### src/logic/dbg_break_pkg.sv
// Constants shared by the break and branch trace logic.
// Assumes a 32-bit CPU address/data bus observed once per clock by the core.
//
// Summary of operation
// RL1 - Three independent break channels request a halt.
// RL2 - Address matches bus address or program counter.
// RL3 - Data match qualified by byte, word, longword size.
// RL4 - Direction compares read/write indicator with selection.
// RL5 - Bus type: CPU all, CPU data, miss/DMA.
// RL6 - Internal I/O access raises a break.
// RL7 - Count holds off break until N satisfactions.
// RL8 - Channel 1: address, data, bus-state, count.
// RL9 - Channel 2: address and bus-state only.
// RL10 - Channel 3: internal I/O access only.
// RL11 - Debugger picks bus type by memory space.
// RL12 - Trace keeps source/destination of four branches.
// RL13 - Trace is branch-only; no other records.
// RL14 - Skip zero-displacement conditionals and reset branch.
// RL15 - Debugger uses CPU bus type for counts.
// RL16 - Halt may land two or more instructions late.
// RL17 - Trace store overwrites oldest entry circularly.
package dbg_break_pkg;
  localparam int ADDR_W = 32;                           // Bus address width
  localparam int DATA_W = 32;                           // Bus data width
  localparam int CNT_W = 16;                            // Occurrence counter width
  localparam int TRACE_DEPTH = 4;                       // Branches retained
  localparam int TRACE_PTR_W = 2;                       // Trace index width
  localparam int HALT_DELAY = 2;                        // Instructions before the halt lands
  localparam logic [1:0] SIZE_BYTE = 2'h0;              // Access size codes
  localparam logic [1:0] SIZE_WORD = 2'h1;
  localparam logic [1:0] SIZE_LONG = 2'h2;
  localparam logic [1:0] BUS_CPU_ALL = 2'h0;            // Bus type choices
  localparam logic [1:0] BUS_CPU_DATA = 2'h1;
  localparam logic [1:0] BUS_MISS_DMA = 2'h2;
  localparam logic [ADDR_W-1:0] RESET_VECTOR = 32'hA0000000; // Branch target on reset
endpackage

### src/logic/break_channel.sv
// One address/data/bus-state/count break channel.
// Assumes bus observation signals are synchronous to core_clk.
`timescale 1ns/100ps
`default_nettype none
module break_channel #(
  parameter bit HAS_DATA  = 1'b1,                       // Data compare present
  parameter bit HAS_COUNT = 1'b1                        // Occurrence counter present
) (
  input  wire logic                                  core_clk,     // Core clock
  input  wire logic                                  reset_n,      // Async reset, active low
  input  wire logic                                  enable,       // Channel armed
  input  wire logic                                  use_addr,     // Address condition on
  input  wire logic [dbg_break_pkg::ADDR_W-1:0]      cmp_addr,     // Compare address
  input  wire logic                                  use_data,     // Data condition on
  input  wire logic [dbg_break_pkg::DATA_W-1:0]      cmp_data,     // Compare data
  input  wire logic [1:0]                            cmp_size,     // Compare access size
  input  wire logic                                  use_dir,      // Direction condition on
  input  wire logic                                  cmp_read,     // 1 selects reads
  input  wire logic                                  use_bus,      // Bus type condition on
  input  wire logic [1:0]                            cmp_bus,      // Selected bus type
  input  wire logic [dbg_break_pkg::CNT_W-1:0]       cmp_count,    // Required occurrences
  input  wire logic                                  bus_valid,    // Bus cycle this clock
  input  wire logic [dbg_break_pkg::ADDR_W-1:0]      bus_addr,     // Bus address
  input  wire logic [dbg_break_pkg::DATA_W-1:0]      bus_data,     // Bus data
  input  wire logic [1:0]                            bus_size,     // Bus access size
  input  wire logic                                  read_write_indicator, // 1 on read
  input  wire logic                                  bus_fetch,    // Cycle is a fetch
  input  wire logic                                  bus_cache_hit,// Cycle hit the cache
  input  wire logic                                  bus_dma,      // Cycle from the DMA
  input  wire logic [dbg_break_pkg::ADDR_W-1:0]      pc,           // Program counter
  input  wire logic                                  pc_valid,     // PC stage valid
  output logic                                       hit           // One-cycle match pulse
);
  typedef struct packed {
    logic [dbg_break_pkg::CNT_W-1:0] count;             // Occurrences so far
    logic                            hit;               // Registered hit
  } ch_state_type;
  ch_state_type state_reg;
  ch_state_type state_next;
  logic match;                                          // Conditions met this cycle

  // Compare data lanes only as wide as the access
  function automatic logic data_eq(input logic [31:0] a, input logic [31:0] b, input logic [1:0] sz);
    case (sz)
      dbg_break_pkg::SIZE_BYTE: data_eq = (a[7:0] == b[7:0]);
      dbg_break_pkg::SIZE_WORD: data_eq = (a[15:0] == b[15:0]);
      default:                  data_eq = (a == b);
    endcase
  endfunction

  // Bus type decode; miss/DMA takes CPU cache misses or DMA data cycles
  function automatic logic bus_eq(input logic [1:0] sel, input logic fetch, input logic chit, input logic dma);
    case (sel)
      dbg_break_pkg::BUS_CPU_ALL:  bus_eq = !dma;                          // RL5
      dbg_break_pkg::BUS_CPU_DATA: bus_eq = !dma && !fetch;                // RL5
      dbg_break_pkg::BUS_MISS_DMA: bus_eq = dma ? !fetch : !chit;          // RL5
      default:                     bus_eq = 1'b0;
    endcase
  endfunction

  // Combine enabled conditions; a channel with nothing enabled never matches
  always_comb begin
    state_next = state_reg;
    match = enable && (use_addr || (HAS_DATA && use_data) || use_dir || use_bus);
    if (use_addr) begin
      match = match && ((bus_valid && bus_addr == cmp_addr) || (pc_valid && pc == cmp_addr)); // RL2
    end
    if (HAS_DATA && use_data) begin
      match = match && bus_valid && bus_size == cmp_size && data_eq(bus_data, cmp_data, cmp_size); // RL3
    end
    if (use_dir) begin
      match = match && bus_valid && (read_write_indicator == cmp_read); // RL4
    end
    if (use_bus) begin
      match = match && bus_valid && bus_eq(cmp_bus, bus_fetch, bus_cache_hit, bus_dma); // RL5
    end
    state_next.hit = 1'b0;
    if (!enable) begin
      state_next.count = '0;                            // Disarm restarts the count
    end else if (match) begin
      if (HAS_COUNT && cmp_count > 16'h0001 && state_reg.count + 16'h0001 < cmp_count) begin
        state_next.count = state_reg.count + 16'h0001;  // RL7
      end else begin
        state_next.count = '0;
        state_next.hit = 1'b1;                          // RL7
      end
    end
  end

  // State register
  always_ff @(posedge core_clk or negedge reset_n) begin
    if (!reset_n) begin
      state_reg <= '0;
    end else begin
      state_reg <= state_next;
    end
  end

  assign hit = state_reg.hit;

  a_hit_needs_enable: assert property (@(posedge core_clk) disable iff (!reset_n)
    hit |-> $past(enable)) else $error("hit without enable"); // RL7
endmodule
`default_nettype wire

### src/logic/break_trace.sv
// Three break channels and a four-entry branch trace store.
// Assumes CPU bus, PC and branch retire signals are on core_clk; the
// debugger's settings are held steady while the channels are armed.
`timescale 1ns/100ps
`default_nettype none
module break_trace (
  input  wire logic                                  core_clk,        // Core clock
  input  wire logic                                  reset_n,         // Async reset, active low
  // Channel 1 settings
  input  wire logic                                  ch1_enable,      // Arm channel 1
  input  wire logic                                  ch1_use_addr,    // Address condition
  input  wire logic [dbg_break_pkg::ADDR_W-1:0]      ch1_addr,        // Compare address
  input  wire logic                                  ch1_use_data,    // Data condition
  input  wire logic [dbg_break_pkg::DATA_W-1:0]      ch1_data,        // Compare data
  input  wire logic [1:0]                            ch1_size,        // Compare size
  input  wire logic                                  ch1_use_dir,     // Direction condition
  input  wire logic                                  ch1_read,        // 1 selects reads
  input  wire logic                                  ch1_use_bus,     // Bus type condition
  input  wire logic [1:0]                            ch1_bus,         // Bus type
  input  wire logic [dbg_break_pkg::CNT_W-1:0]       ch1_count,       // Occurrences to break
  // Channel 2 settings
  input  wire logic                                  ch2_enable,      // Arm channel 2
  input  wire logic                                  ch2_use_addr,    // Address condition
  input  wire logic [dbg_break_pkg::ADDR_W-1:0]      ch2_addr,        // Compare address
  input  wire logic                                  ch2_use_dir,     // Direction condition
  input  wire logic                                  ch2_read,        // 1 selects reads
  input  wire logic                                  ch2_use_bus,     // Bus type condition
  input  wire logic [1:0]                            ch2_bus,         // Bus type
  // Channel 3 settings
  input  wire logic                                  ch3_enable,      // Arm internal I/O break
  // Observed CPU activity
  input  wire logic                                  bus_valid,       // Bus cycle this clock
  input  wire logic [dbg_break_pkg::ADDR_W-1:0]      bus_addr,        // Bus address
  input  wire logic [dbg_break_pkg::DATA_W-1:0]      bus_data,        // Bus data
  input  wire logic [1:0]                            bus_size,        // Access size
  input  wire logic                                  read_write_indicator, // 1 on read
  input  wire logic                                  bus_fetch,       // Instruction fetch
  input  wire logic                                  bus_cache_hit,   // Cache hit
  input  wire logic                                  bus_dma,         // DMA-originated
  input  wire logic                                  bus_int_io,      // Internal I/O access
  input  wire logic [dbg_break_pkg::ADDR_W-1:0]      pc,              // Program counter
  input  wire logic                                  pc_valid,        // PC valid
  input  wire logic                                  insn_retire,     // Instruction completed
  // Branch retire
  input  wire logic                                  branch_taken,    // Branch completed
  input  wire logic                                  branch_cond,     // Conditional true/false branch
  input  wire logic                                  branch_disp_zero,// Displacement was zero
  input  wire logic                                  branch_reset,    // Branch caused by reset
  input  wire logic [dbg_break_pkg::ADDR_W-1:0]      branch_src,      // Source address
  input  wire logic [dbg_break_pkg::ADDR_W-1:0]      branch_dst,      // Destination address
  input  wire logic                                  trace_enable,    // Record branches
  input  wire logic [dbg_break_pkg::TRACE_PTR_W-1:0] trace_sel,       // 0 newest .. 3 oldest
  input  wire logic                                  break_clear,     // Debugger resumes
  // Results
  output logic                                       halt_req,        // Halt request level
  output logic [2:0]                                 break_cause,     // Sticky channel hits
  output logic [dbg_break_pkg::ADDR_W-1:0]           trace_src,       // Selected source
  output logic [dbg_break_pkg::ADDR_W-1:0]           trace_dst,       // Selected destination
  output logic                                       trace_valid,     // Selected entry valid
  output logic [2:0]                                 trace_fill       // Entries held, 0..4
);
  localparam int N = dbg_break_pkg::TRACE_DEPTH;

  typedef struct packed {
    logic [N-1:0][dbg_break_pkg::ADDR_W-1:0] src;       // Source ring
    logic [N-1:0][dbg_break_pkg::ADDR_W-1:0] dst;       // Destination ring
    logic [dbg_break_pkg::TRACE_PTR_W-1:0]   wptr;      // Next slot to write
    logic [2:0]                              fill;      // Valid entries
    logic [2:0]                              cause;     // Sticky hits
    logic                                    pending;   // Hit awaiting halt
    logic [1:0]                              lag;       // Instructions since hit
    logic                                    halt;      // Halt request
    logic [dbg_break_pkg::ADDR_W-1:0]        out_src;   // Registered readout
    logic [dbg_break_pkg::ADDR_W-1:0]        out_dst;
    logic                                    out_valid;
  } top_state_type;
  top_state_type state_reg;
  top_state_type state_next;
  logic [1:0] hits;                                     // Channel 1 and 2 pulses
  logic       record;                                   // Branch to store
  logic [dbg_break_pkg::TRACE_PTR_W-1:0] rd_idx;        // Selected slot

  // Channel 1: full set, no internal I/O
  break_channel #(.HAS_DATA(1'b1), .HAS_COUNT(1'b1)) u_ch1 ( // RL8
    .core_clk(core_clk), .reset_n(reset_n), .enable(ch1_enable),
    .use_addr(ch1_use_addr), .cmp_addr(ch1_addr), .use_data(ch1_use_data), .cmp_data(ch1_data),
    .cmp_size(ch1_size), .use_dir(ch1_use_dir), .cmp_read(ch1_read), .use_bus(ch1_use_bus),
    .cmp_bus(ch1_bus), .cmp_count(ch1_count), .bus_valid(bus_valid), .bus_addr(bus_addr),
    .bus_data(bus_data), .bus_size(bus_size), .read_write_indicator(read_write_indicator),
    .bus_fetch(bus_fetch), .bus_cache_hit(bus_cache_hit), .bus_dma(bus_dma), .pc(pc),
    .pc_valid(pc_valid), .hit(hits[0]));

  // Channel 2: address and bus state; data and count tied off by structure
  break_channel #(.HAS_DATA(1'b0), .HAS_COUNT(1'b0)) u_ch2 ( // RL9
    .core_clk(core_clk), .reset_n(reset_n), .enable(ch2_enable),
    .use_addr(ch2_use_addr), .cmp_addr(ch2_addr), .use_data(1'b0), .cmp_data(32'h00000000),
    .cmp_size(dbg_break_pkg::SIZE_LONG), .use_dir(ch2_use_dir), .cmp_read(ch2_read),
    .use_bus(ch2_use_bus), .cmp_bus(ch2_bus), .cmp_count(16'h0000), .bus_valid(bus_valid),
    .bus_addr(bus_addr), .bus_data(bus_data), .bus_size(bus_size),
    .read_write_indicator(read_write_indicator), .bus_fetch(bus_fetch),
    .bus_cache_hit(bus_cache_hit), .bus_dma(bus_dma), .pc(pc), .pc_valid(pc_valid), .hit(hits[1]));

  // Only branches the trace keeps; no other record kinds exist here
  assign record = trace_enable && branch_taken && !(branch_cond && branch_disp_zero)
                  && !(branch_reset && branch_dst == dbg_break_pkg::RESET_VECTOR); // RL14 RL13
  assign rd_idx = state_reg.wptr - 2'h1 - trace_sel;    // Newest is one behind the write slot

  // Next-state logic
  always_comb begin
    state_next = state_reg;
    // Channel 3: any internal I/O access, no other qualifier
    state_next.cause = state_reg.cause | {1'b0, hits};  // RL1
    if (ch3_enable && bus_valid && bus_int_io) begin
      state_next.cause[2] = 1'b1;                       // RL6 RL10
    end
    // A hit at the clearing edge survives the clear
    if (break_clear) begin
      state_next.cause = {ch3_enable && bus_valid && bus_int_io, hits};
      state_next.halt = 1'b0;
      state_next.pending = 1'b0;
      state_next.lag = 2'h0;
    end
    if (state_next.cause != 3'h0 && !state_reg.halt && !state_reg.pending && !break_clear) begin
      state_next.pending = 1'b1;                        // RL1
    end
    if (state_reg.pending && !break_clear) begin
      // Let the pipeline drain; halt lands after the delay count of instructions
      if (insn_retire) begin
        state_next.lag = state_reg.lag + 2'h1;          // RL16
      end
      if (state_reg.lag == 2'(dbg_break_pkg::HALT_DELAY)) begin
        state_next.halt = 1'b1;                         // RL16
        state_next.pending = 1'b0;
        state_next.lag = 2'h0;
      end
    end
    if (break_clear && state_next.cause != 3'h0) begin
      state_next.pending = 1'b1;
    end
    // Circular store overwrites the oldest slot
    if (record) begin
      state_next.src[state_reg.wptr] = branch_src;      // RL12
      state_next.dst[state_reg.wptr] = branch_dst;      // RL12
      state_next.wptr = state_reg.wptr + 2'h1;          // RL17
      if (state_reg.fill != 3'(N)) begin
        state_next.fill = state_reg.fill + 3'h1;        // RL17
      end
    end
    state_next.out_src = state_reg.src[rd_idx];
    state_next.out_dst = state_reg.dst[rd_idx];
    state_next.out_valid = {1'b0, trace_sel} < state_reg.fill;
  end

  // State register
  always_ff @(posedge core_clk or negedge reset_n) begin
    if (!reset_n) begin
      state_reg <= '0;
    end else begin
      state_reg <= state_next;
    end
  end

  assign halt_req = state_reg.halt;
  assign break_cause = state_reg.cause;
  assign trace_src = state_reg.out_src;
  assign trace_dst = state_reg.out_dst;
  assign trace_valid = state_reg.out_valid;
  assign trace_fill = state_reg.fill;

  a_halt_needs_cause: assert property (@(posedge core_clk) disable iff (!reset_n)
    $rose(halt_req) |-> break_cause != 3'h0) else $error("halt with no cause"); // RL1
  a_halt_not_early: assert property (@(posedge core_clk) disable iff (!reset_n)
    $rose(halt_req) |-> $past(state_reg.lag) == 2'h2) else $error("halt before two instructions"); // RL16
  a_io_break_sets: assert property (@(posedge core_clk) disable iff (!reset_n)
    ch3_enable && bus_valid && bus_int_io |=> break_cause[2]) else $error("io access missed"); // RL6
  a_io_only_ch3: assert property (@(posedge core_clk) disable iff (!reset_n)
    $rose(break_cause[2]) |-> $past(ch3_enable && bus_valid && bus_int_io)) else $error("ch3 stray"); // RL10
  a_trace_write: assert property (@(posedge core_clk) disable iff (!reset_n)
    record |=> state_reg.src[$past(state_reg.wptr)] == $past(branch_src)) else $error("trace lost"); // RL12
  a_skip_zero_disp: assert property (@(posedge core_clk) disable iff (!reset_n)
    branch_taken && branch_cond && branch_disp_zero |=> $stable(state_reg.wptr)) else $error("zero disp kept"); // RL14
  a_fill_bounded: assert property (@(posedge core_clk) disable iff (!reset_n)
    trace_fill <= 3'h4) else $error("fill over depth"); // RL17
  a_wrap_ptr: assert property (@(posedge core_clk) disable iff (!reset_n)
    record && state_reg.wptr == 2'h3 |=> state_reg.wptr == 2'h0) else $error("no wrap"); // RL17
endmodule
`default_nettype wire

### config.mk
export PLATFORM = sky130hd
export DESIGN_NAME = break_trace
export DESIGN_NICKNAME = d
export VERILOG_FILES = /design/src/logic/dbg_break_pkg.sv /design/src/logic/break_channel.sv /design/src/logic/break_trace.sv
export SDC_FILE = /design/constraint.sdc
export NUM_CORES = 1
export LEC_CHECK = 0
export BUFFER_PORTS_ARGS = -buffer_cell sky130_fd_sc_hd__clkbuf_2
export CAP_MARGIN = 20
export CORE_UTILIZATION = 62
export CTS_BUF_LIST = sky130_fd_sc_hd__clkbuf_4
export DETAILED_ROUTE_END_ITERATION = 10
export HOLD_SLACK_MARGIN = 0.03
export PLACE_DENSITY_LB_ADDON = 0.25
export SLEW_MARGIN = 15
export SYNTH_ARGS = -nofsm -noshare
export SYNTH_HDL_FRONTEND = slang
export SYNTH_SLANG_ARGS = --single-unit
### constraint.sdc
create_clock -name core_clk -period 5.6 [get_ports core_clk]
set_input_delay 0 -clock core_clk [delete_from_list [all_inputs] [get_ports core_clk]]
set_output_delay 0 -clock core_clk [all_outputs]
set_load 0.01 [all_outputs]
==> results.ini, run 1 <==
[run_status]
status=finished clean

[layout]
fin_cells=2097
area_growth_pct=18.1
layout-drive-gt1-share=0.496
fin_nets=1994
largest_reg_flops=261

[sta]
finalCritPeriodShare=0.641
rsz0062_at_grt=no
setup_viol=0
finalHoldViolations=0
fin_tns_setup_ps=0
finalMaxSlewViolations=0
relSlewSlack=0.388
fmax_mhz=279
tightest_slew_ps=918
skew_ps=52.0
layout_min_cycle_time_ps=3590

[placed_design]
dp_hpwl_um=29800
gp_congestion=0.981
dp.cells=1868
portBuffers=381

[logic_synthesis]
syn_avg_cell_area_um2=15.1
ys_seq_area_frac=0.480
synth_cell_types=49
synth_ff_type=dfrtp_1
synthArstFlopShare=1.00
synthCells=1210
yosysMostFrequentCell=dfrtp_1
netlist.area_leader.share=0.480
syn_nets=1545
synth.cell_area_um2=18300
synthTopCellsByArea=dfrtp_1 48%, mux2_4 20%, mux4_2 7.9%, xnor2_1 4.9%, xor2_1 3.7%
synth_top_area_cell=dfrtp_1
ys_warn_count=0
synth_edf_count=0
netlist_top_cells_count=351 x dfrtp_1, 240 x mux2_4, 103 x xnor2_1
synth_seq_cells=351

[floorplanning]
die-area_um2=30200
dieWidth_um=174
row_count=62
pin_count=382
start_util=0.634
die_h_um=174
core-area_um2=28900

[clock_network]
clock_latency_ps=700
cts_root_buffer=clkbuf_4
cts_buffers=87
cts_buffer_depth=3
cts_tree=yes
post-cts-setup-buffers=0
cts_num_sinks=351
h-tree-depth=3
clk_pin_slew_worst_paths_ps=60

[setup_path]
path_cells=ha_1, nand3_1, nor2_1, and3_1, and3_1, nand3_1, xnor2_1, ha_1, and4_1, a21oi_1, nand3_1, nor3_1, and3_1, mux2_2
cpLargestDelayFamily=simple AND/OR/NAND/NOR gates
cpPeakStageDelay_ps=580
cp_max_fo=16
start_kind=flop
crit_required_ps=6240
slowest_stage=and3_1
cp-end-kind=flop
arrival_ps=4230
crit_buf_inv=0
path_class=flop to flop

[routing]
dr_total_vias=11600
drtPass1Iterations=5
vias_per_cell=5.55
drc=0
drt-wirelength-per-cell_um=21.0
drt-initial-drc-count=701
drt-total-wl_um=44000
ant_nets=0

[global_route]
grt_max_degree=171
antenna_found_initial=3
grt.total_usage=0.299
grt_overflow=0
grt_pass1_wl_um=69700
grt_pass1_vias=12700

[job]
max_cap_viol_count=0

[min_path]
hold_path.class=input port to flop

[power]
power_per_cell_area_nw_per_um2=480
power_mw=10.4
p_leak_nw=10.3
vdd_ir_drop_max_mv=0.406

==> final cells by class <==
cell class	instances	area, µm²
Sequential cell	351	8780
Multi-Input combinational cell	717	8330
Fill cell	1860	7240
Timing Repair Buffer	475	2890
Clock buffer	118	886
Tap cell	384	480
Clock inverter	23	146
Inverter	27	101
Antenna cell	2	5.00
==> logic make-up (layout without fill, tap and decap cells) <==
logic type / count (synthesis) / after routing / share of synthesized area
compound gates: 59 / 59 / 0.0233
xor+xnor: 180 / 180 / 0.0862
fa+ha+maj: 25 / 25 / 0.0171
buf+inv: 142 / 643 / 0.0668
flops: 351 / 351 / 0.480
mux: 321 / 321 / 0.286
other cells: 0 / 2 / 0
simple gates: 132 / 132 / 0.0405
==> through the flow <==
step / hold WS (ps) / area [µm²] / utilization / worst slack, ps
finish: 99.9 / 21600 / 0.749 / 2010
global placement: 109 / 19700 / 0.682 / 2200
floorplan: -296 / 18300 / - / 2600
global route: 72.0 / 21600 / 0.749 / 1710
detailed placement: 120 / 19700 / 0.682 / 2090
CTS: 34.9 / 21600 / 0.748 / 2060
==> worst reg2reg max path: stages, from the launching register on <==
cell and delay (ps):
dfrtp_1 410, ha_1 200, nand3_1 120, nor2_1 180
and3_1 210, and3_1 220, nand3_1 110, xnor2_1 230
ha_1 290, and4_1 220, a21oi_1 150, nand3_1 90
nor3_1 240, and3_1 580, mux2_2 270
==> routing by layer <==
metal / part of all wire / GRT usage / vias to the layer above
li1: - / - / 5229
met1: 0.44 / 0.413 / 5966
met2: 0.47 / 0.463 / 372
met3: 0.072 / 0.0844 / 68
met4: 0.019 / 0.0906 / 2
met5: 0.00027 / 0 / -
==> layout by cell type (no fill, tap or decap), types with 5 or more instances in the layout <==
cell type / count
clkbuf_2: 380
dfrtp_1: 351
mux2_4: 240
clkbuf_4: 118
xnor2_1: 102
dlygate4sd3_1: 84
xor2_1: 77
mux4_2: 64
nand4_1: 29
nor4_1: 29
inv_1: 27
ha_1: 24
mux2_2: 17
nand2_1: 16
nand3_1: 15
a22o_1: 15
nor2_1: 14
clkinv_1: 13
a21oi_1: 10
o21ai_0: 9
nor3_1: 7
and3_1: 7
buf_4: 7
a21o_1: 5
==> final timing paths <==
path,start,endpoint,slack [ps],depth (start not counted)
worst min register to register,u_ch1.hit,break_cause[0],460,1
worst max register to register,u_ch1.state_reg[1],u_ch1.state_reg[1],2010,14
min in group asynchronous,reset_n,u_ch1.state_reg[7],520,4
max in group asynchronous,reset_n,state_reg[101],4270,4
worst max-delay path,u_ch1.state_reg[1],u_ch1.state_reg[1],2010,14
worst min-delay path,break_clear,state_reg[67],100,3
==> where the power goes <==
group	internal, mW	switching [mW]	total, mW
clock network	1.06	1.00	2.07
registers	3.74	0.632	4.37
logic	2.50	1.42	3.92
total	7.31	3.06	10.4
==> repair_timing <==
item                      CTS  global route
resized for setup           0             0
hold endpoints to repair  395             0
hold buffers               85             0
(Power assumes the default switching activity.)
==> run 2, diff against run 1 <==
--- a/config.mk
+++ b/config.mk
@@ -7,7 +7,7 @@
 export LEC_CHECK = 0
 export BUFFER_PORTS_ARGS = -buffer_cell sky130_fd_sc_hd__clkbuf_2
 export CAP_MARGIN = 20
-export CORE_UTILIZATION = 62
+export CORE_UTILIZATION = 52
 export CTS_BUF_LIST = sky130_fd_sc_hd__clkbuf_4
 export DETAILED_ROUTE_END_ITERATION = 10
 export HOLD_SLACK_MARGIN = 0.03
==> constraint.sdc (replaced) <==
create_clock -name core_clk -period 3.22 [get_ports core_clk]
set_input_delay 0 -clock core_clk [delete_from_list [all_inputs] [get_ports core_clk]]
set_output_delay 0 -clock core_clk [all_outputs]
set_load 0.01 [all_outputs]
==> results.ini, run 2 (synthesis results as in run 1) <==
[layout]
area_growth_pct=22.3  ; was 18.1%
layout-drive-gt1-share=0.512  ; was 0.496
final_common_cell=clkbuf_2  ; unchanged
utilization=0.648  ; was 0.749
mostFrequentLayoutCells=380 x clkbuf_2, 351 x dfrtp_1, 240 x mux2_4, 134 x clkbuf_4, 100 x xnor2_1  ; was 380 x clkbuf_2, 351 x dfrtp_1, 240 x mux2_4, 118 x clkbuf_4, 102 x xnor2_1
seqCellArea_um2=8780  ; unchanged
fill_cells=2612  ; was 1,860
largest_reg_flops=261  ; unchanged
multi_input_area_um2=8420  ; was 8330 µm²
fin_area_um2=22400  ; was 21,600 µm²
fin_nets=2032  ; was 1,994

[setup_path]
path_class=flop to flop  ; unchanged
crit_required_ps=3850  ; was 6240 ps
worstReg2RegStart=u_ch1.state_reg[2]  ; was u_ch1.state_reg[1]
start_kind=flop  ; unchanged
startpoint=u_ch1.state_reg[2]  ; was u_ch1.state_reg[1]
arrival_ps=3780  ; was 4230 ps
cp_max_fo=15  ; was 16
r2r_setup_slack_ps=70  ; was 2010 ps
cp-end-kind=flop  ; unchanged

[sta]
layout_min_cycle_time_ps=3150  ; was 3590 ps
setup_viol=0  ; unchanged
relSlewSlack=0.487  ; was 0.388
fmax_mhz=318  ; was 279 MHz
finalHoldViolations=0  ; unchanged
tightest_slew_ps=765  ; was 918 ps
finalMaxSlewViolations=0  ; unchanged
skew_ps=53.2  ; was 52.0 ps
setup_ws_ps=73.3  ; was 2010 ps
fin_tns_setup_ps=0  ; unchanged
finalCritPeriodShare=0.977  ; was 0.641

[min_path]
hold_path.class=input port to flop  ; unchanged
hp-start=ch2_enable  ; was break_clear

[floorplanning]
core-area_um2=34500  ; was 28,900 µm²
die_h_um=190  ; was 174 µm
start_util=0.530  ; was 0.634
row_count=68  ; was 62
pin_count=382  ; unchanged
die-area_um2=35900  ; was 30,200 µm²
dieWidth_um=190  ; was 174 µm

[routing]
dr_total_vias=11600  ; about the same
ant_nets=0  ; unchanged
drt-wirelength-per-cell_um=20.3  ; was 21.0 µm
drc=0  ; unchanged
drt-initial-drc-count=567  ; was 701
vias_per_cell=5.25  ; was 5.55
drt-total-wl_um=44900  ; was 44,000 µm
drtPass1Iterations=5  ; unchanged

[power]
power_mw=18.4  ; was 10.4 mW
p_leak_nw=10.6  ; was 10.3 nW
vdd_ir_drop_max_mv=0.553  ; was 0.406 mV
power_per_cell_area_nw_per_um2=822  ; was 480 nW/µm²

[clock_network]
cts_root_buffer=clkbuf_4  ; unchanged
clock_latency_ps=710  ; was 700 ps
cts_buffers=91  ; was 87
cts_num_sinks=351  ; unchanged
cts_buffer_depth=3  ; unchanged
h-tree-depth=3  ; unchanged
cts_tree=yes  ; unchanged
clk_pin_slew_worst_paths_ps=70  ; was 60 ps

[placed_design]
dp_hpwl_um=30300  ; was 29,800 µm
gp_congestion=1.01  ; was 0.981
dp_slack_ps=4.51  ; was 2090 ps
placed_area_um2=20000  ; was 19,700 µm²
portBuffers=381  ; unchanged

[job]
max_cap_viol_count=0  ; unchanged

[global_route]
antenna_found_initial=4  ; was 3
grt_pass1_wl_um=70700  ; was 69,700 µm
grt_pass1_vias=12800  ; was 12,700
grt_max_degree=100  ; was 171
grt.total_usage=0.255  ; was 0.299
grt_overflow=0  ; unchanged

[run_status]
status=finished clean  ; unchanged

==> run 2: cell count changes in the layout (fill, tap and decap cells not counted), moves of 4 or more <==
cell           previous run  this run
nand3_1                  15        11
dlygate4sd3_1            84        99
buf_12                    1        14
buf_4                     7        14
nand3_2                   0         4
clkbuf_4                118       134
==> run 2: worst paths after layout <==
| kind | endpoint | cells past startpoint |
|---|---|---|
| worst max-delay path | u_ch1.state_reg[3] | 16 |
| worst min-delay path | u_ch2.hit | 4 |
| worst max register to register | u_ch1.state_reg[3] | 16 |
| worst min register to register | break_cause[1] | 1 |
| max in group asynchronous | state_reg[245] | 4 |
| min in group asynchronous | u_ch1.state_reg[13] | 4 |
==> run 2: per-stage QoR <==
stage,instances,hold WS [ps]
floorplan,1210,-296
global placement,1955,13.9
detailed placement,1955,28.1
CTS,2208,31.6
global route,2213,82.4
finish,2214,124
==> run 2: layer usage <==
layer | part of all wire | GRT usage
met4 | 0.017 | 0.0744
met5 | 0.00062 | 0
met2 | 0.47 | 0.388
met3 | 0.068 | 0.0727
met1 | 0.45 | 0.356
==> run 2: layout make-up <==
type,count,area share
inverter,27,0.00453
sequential,351,0.393
clock buffer,134,0.0450
timing repair buffer,509,0.148
tap,455,0.0254
multi-input combinational,717,0.377
antenna,2,0.000224
clock inverter,19,0.00721
==> run 2: what timing repair did <==
item | 4_1_cts | 5_1_grt
setup endpoints to repair | 15 | 16
setup buffers | 0 | 4
hold buffers | 100 | 0
gates resized for setup | 1 | 20
pin swaps | 0 | 12
hold endpoints to repair | 638 | 0
==> run 2: power breakdown <==
part	total, mW	internal, mW	switching, mW
sequential	7.60	6.51	1.09
combinational	6.87	4.41	2.46
clock	3.93	2.13	1.80
==> run 2: critical path, stage by stage, from the launching register on <==
cell and delay, ps:
dfrtp_1 400, buf_4 130, nand4_1 150, nor3_2 170
and3_1 220, buf_4 120, buf_4 100, nand3_1 80
xnor2_1 200, ha_1 280, and4_4 210, a21oi_1 140
nand3_1 140, nor3_4 210, and3_4 240, buf_12 140
a22o_1 150
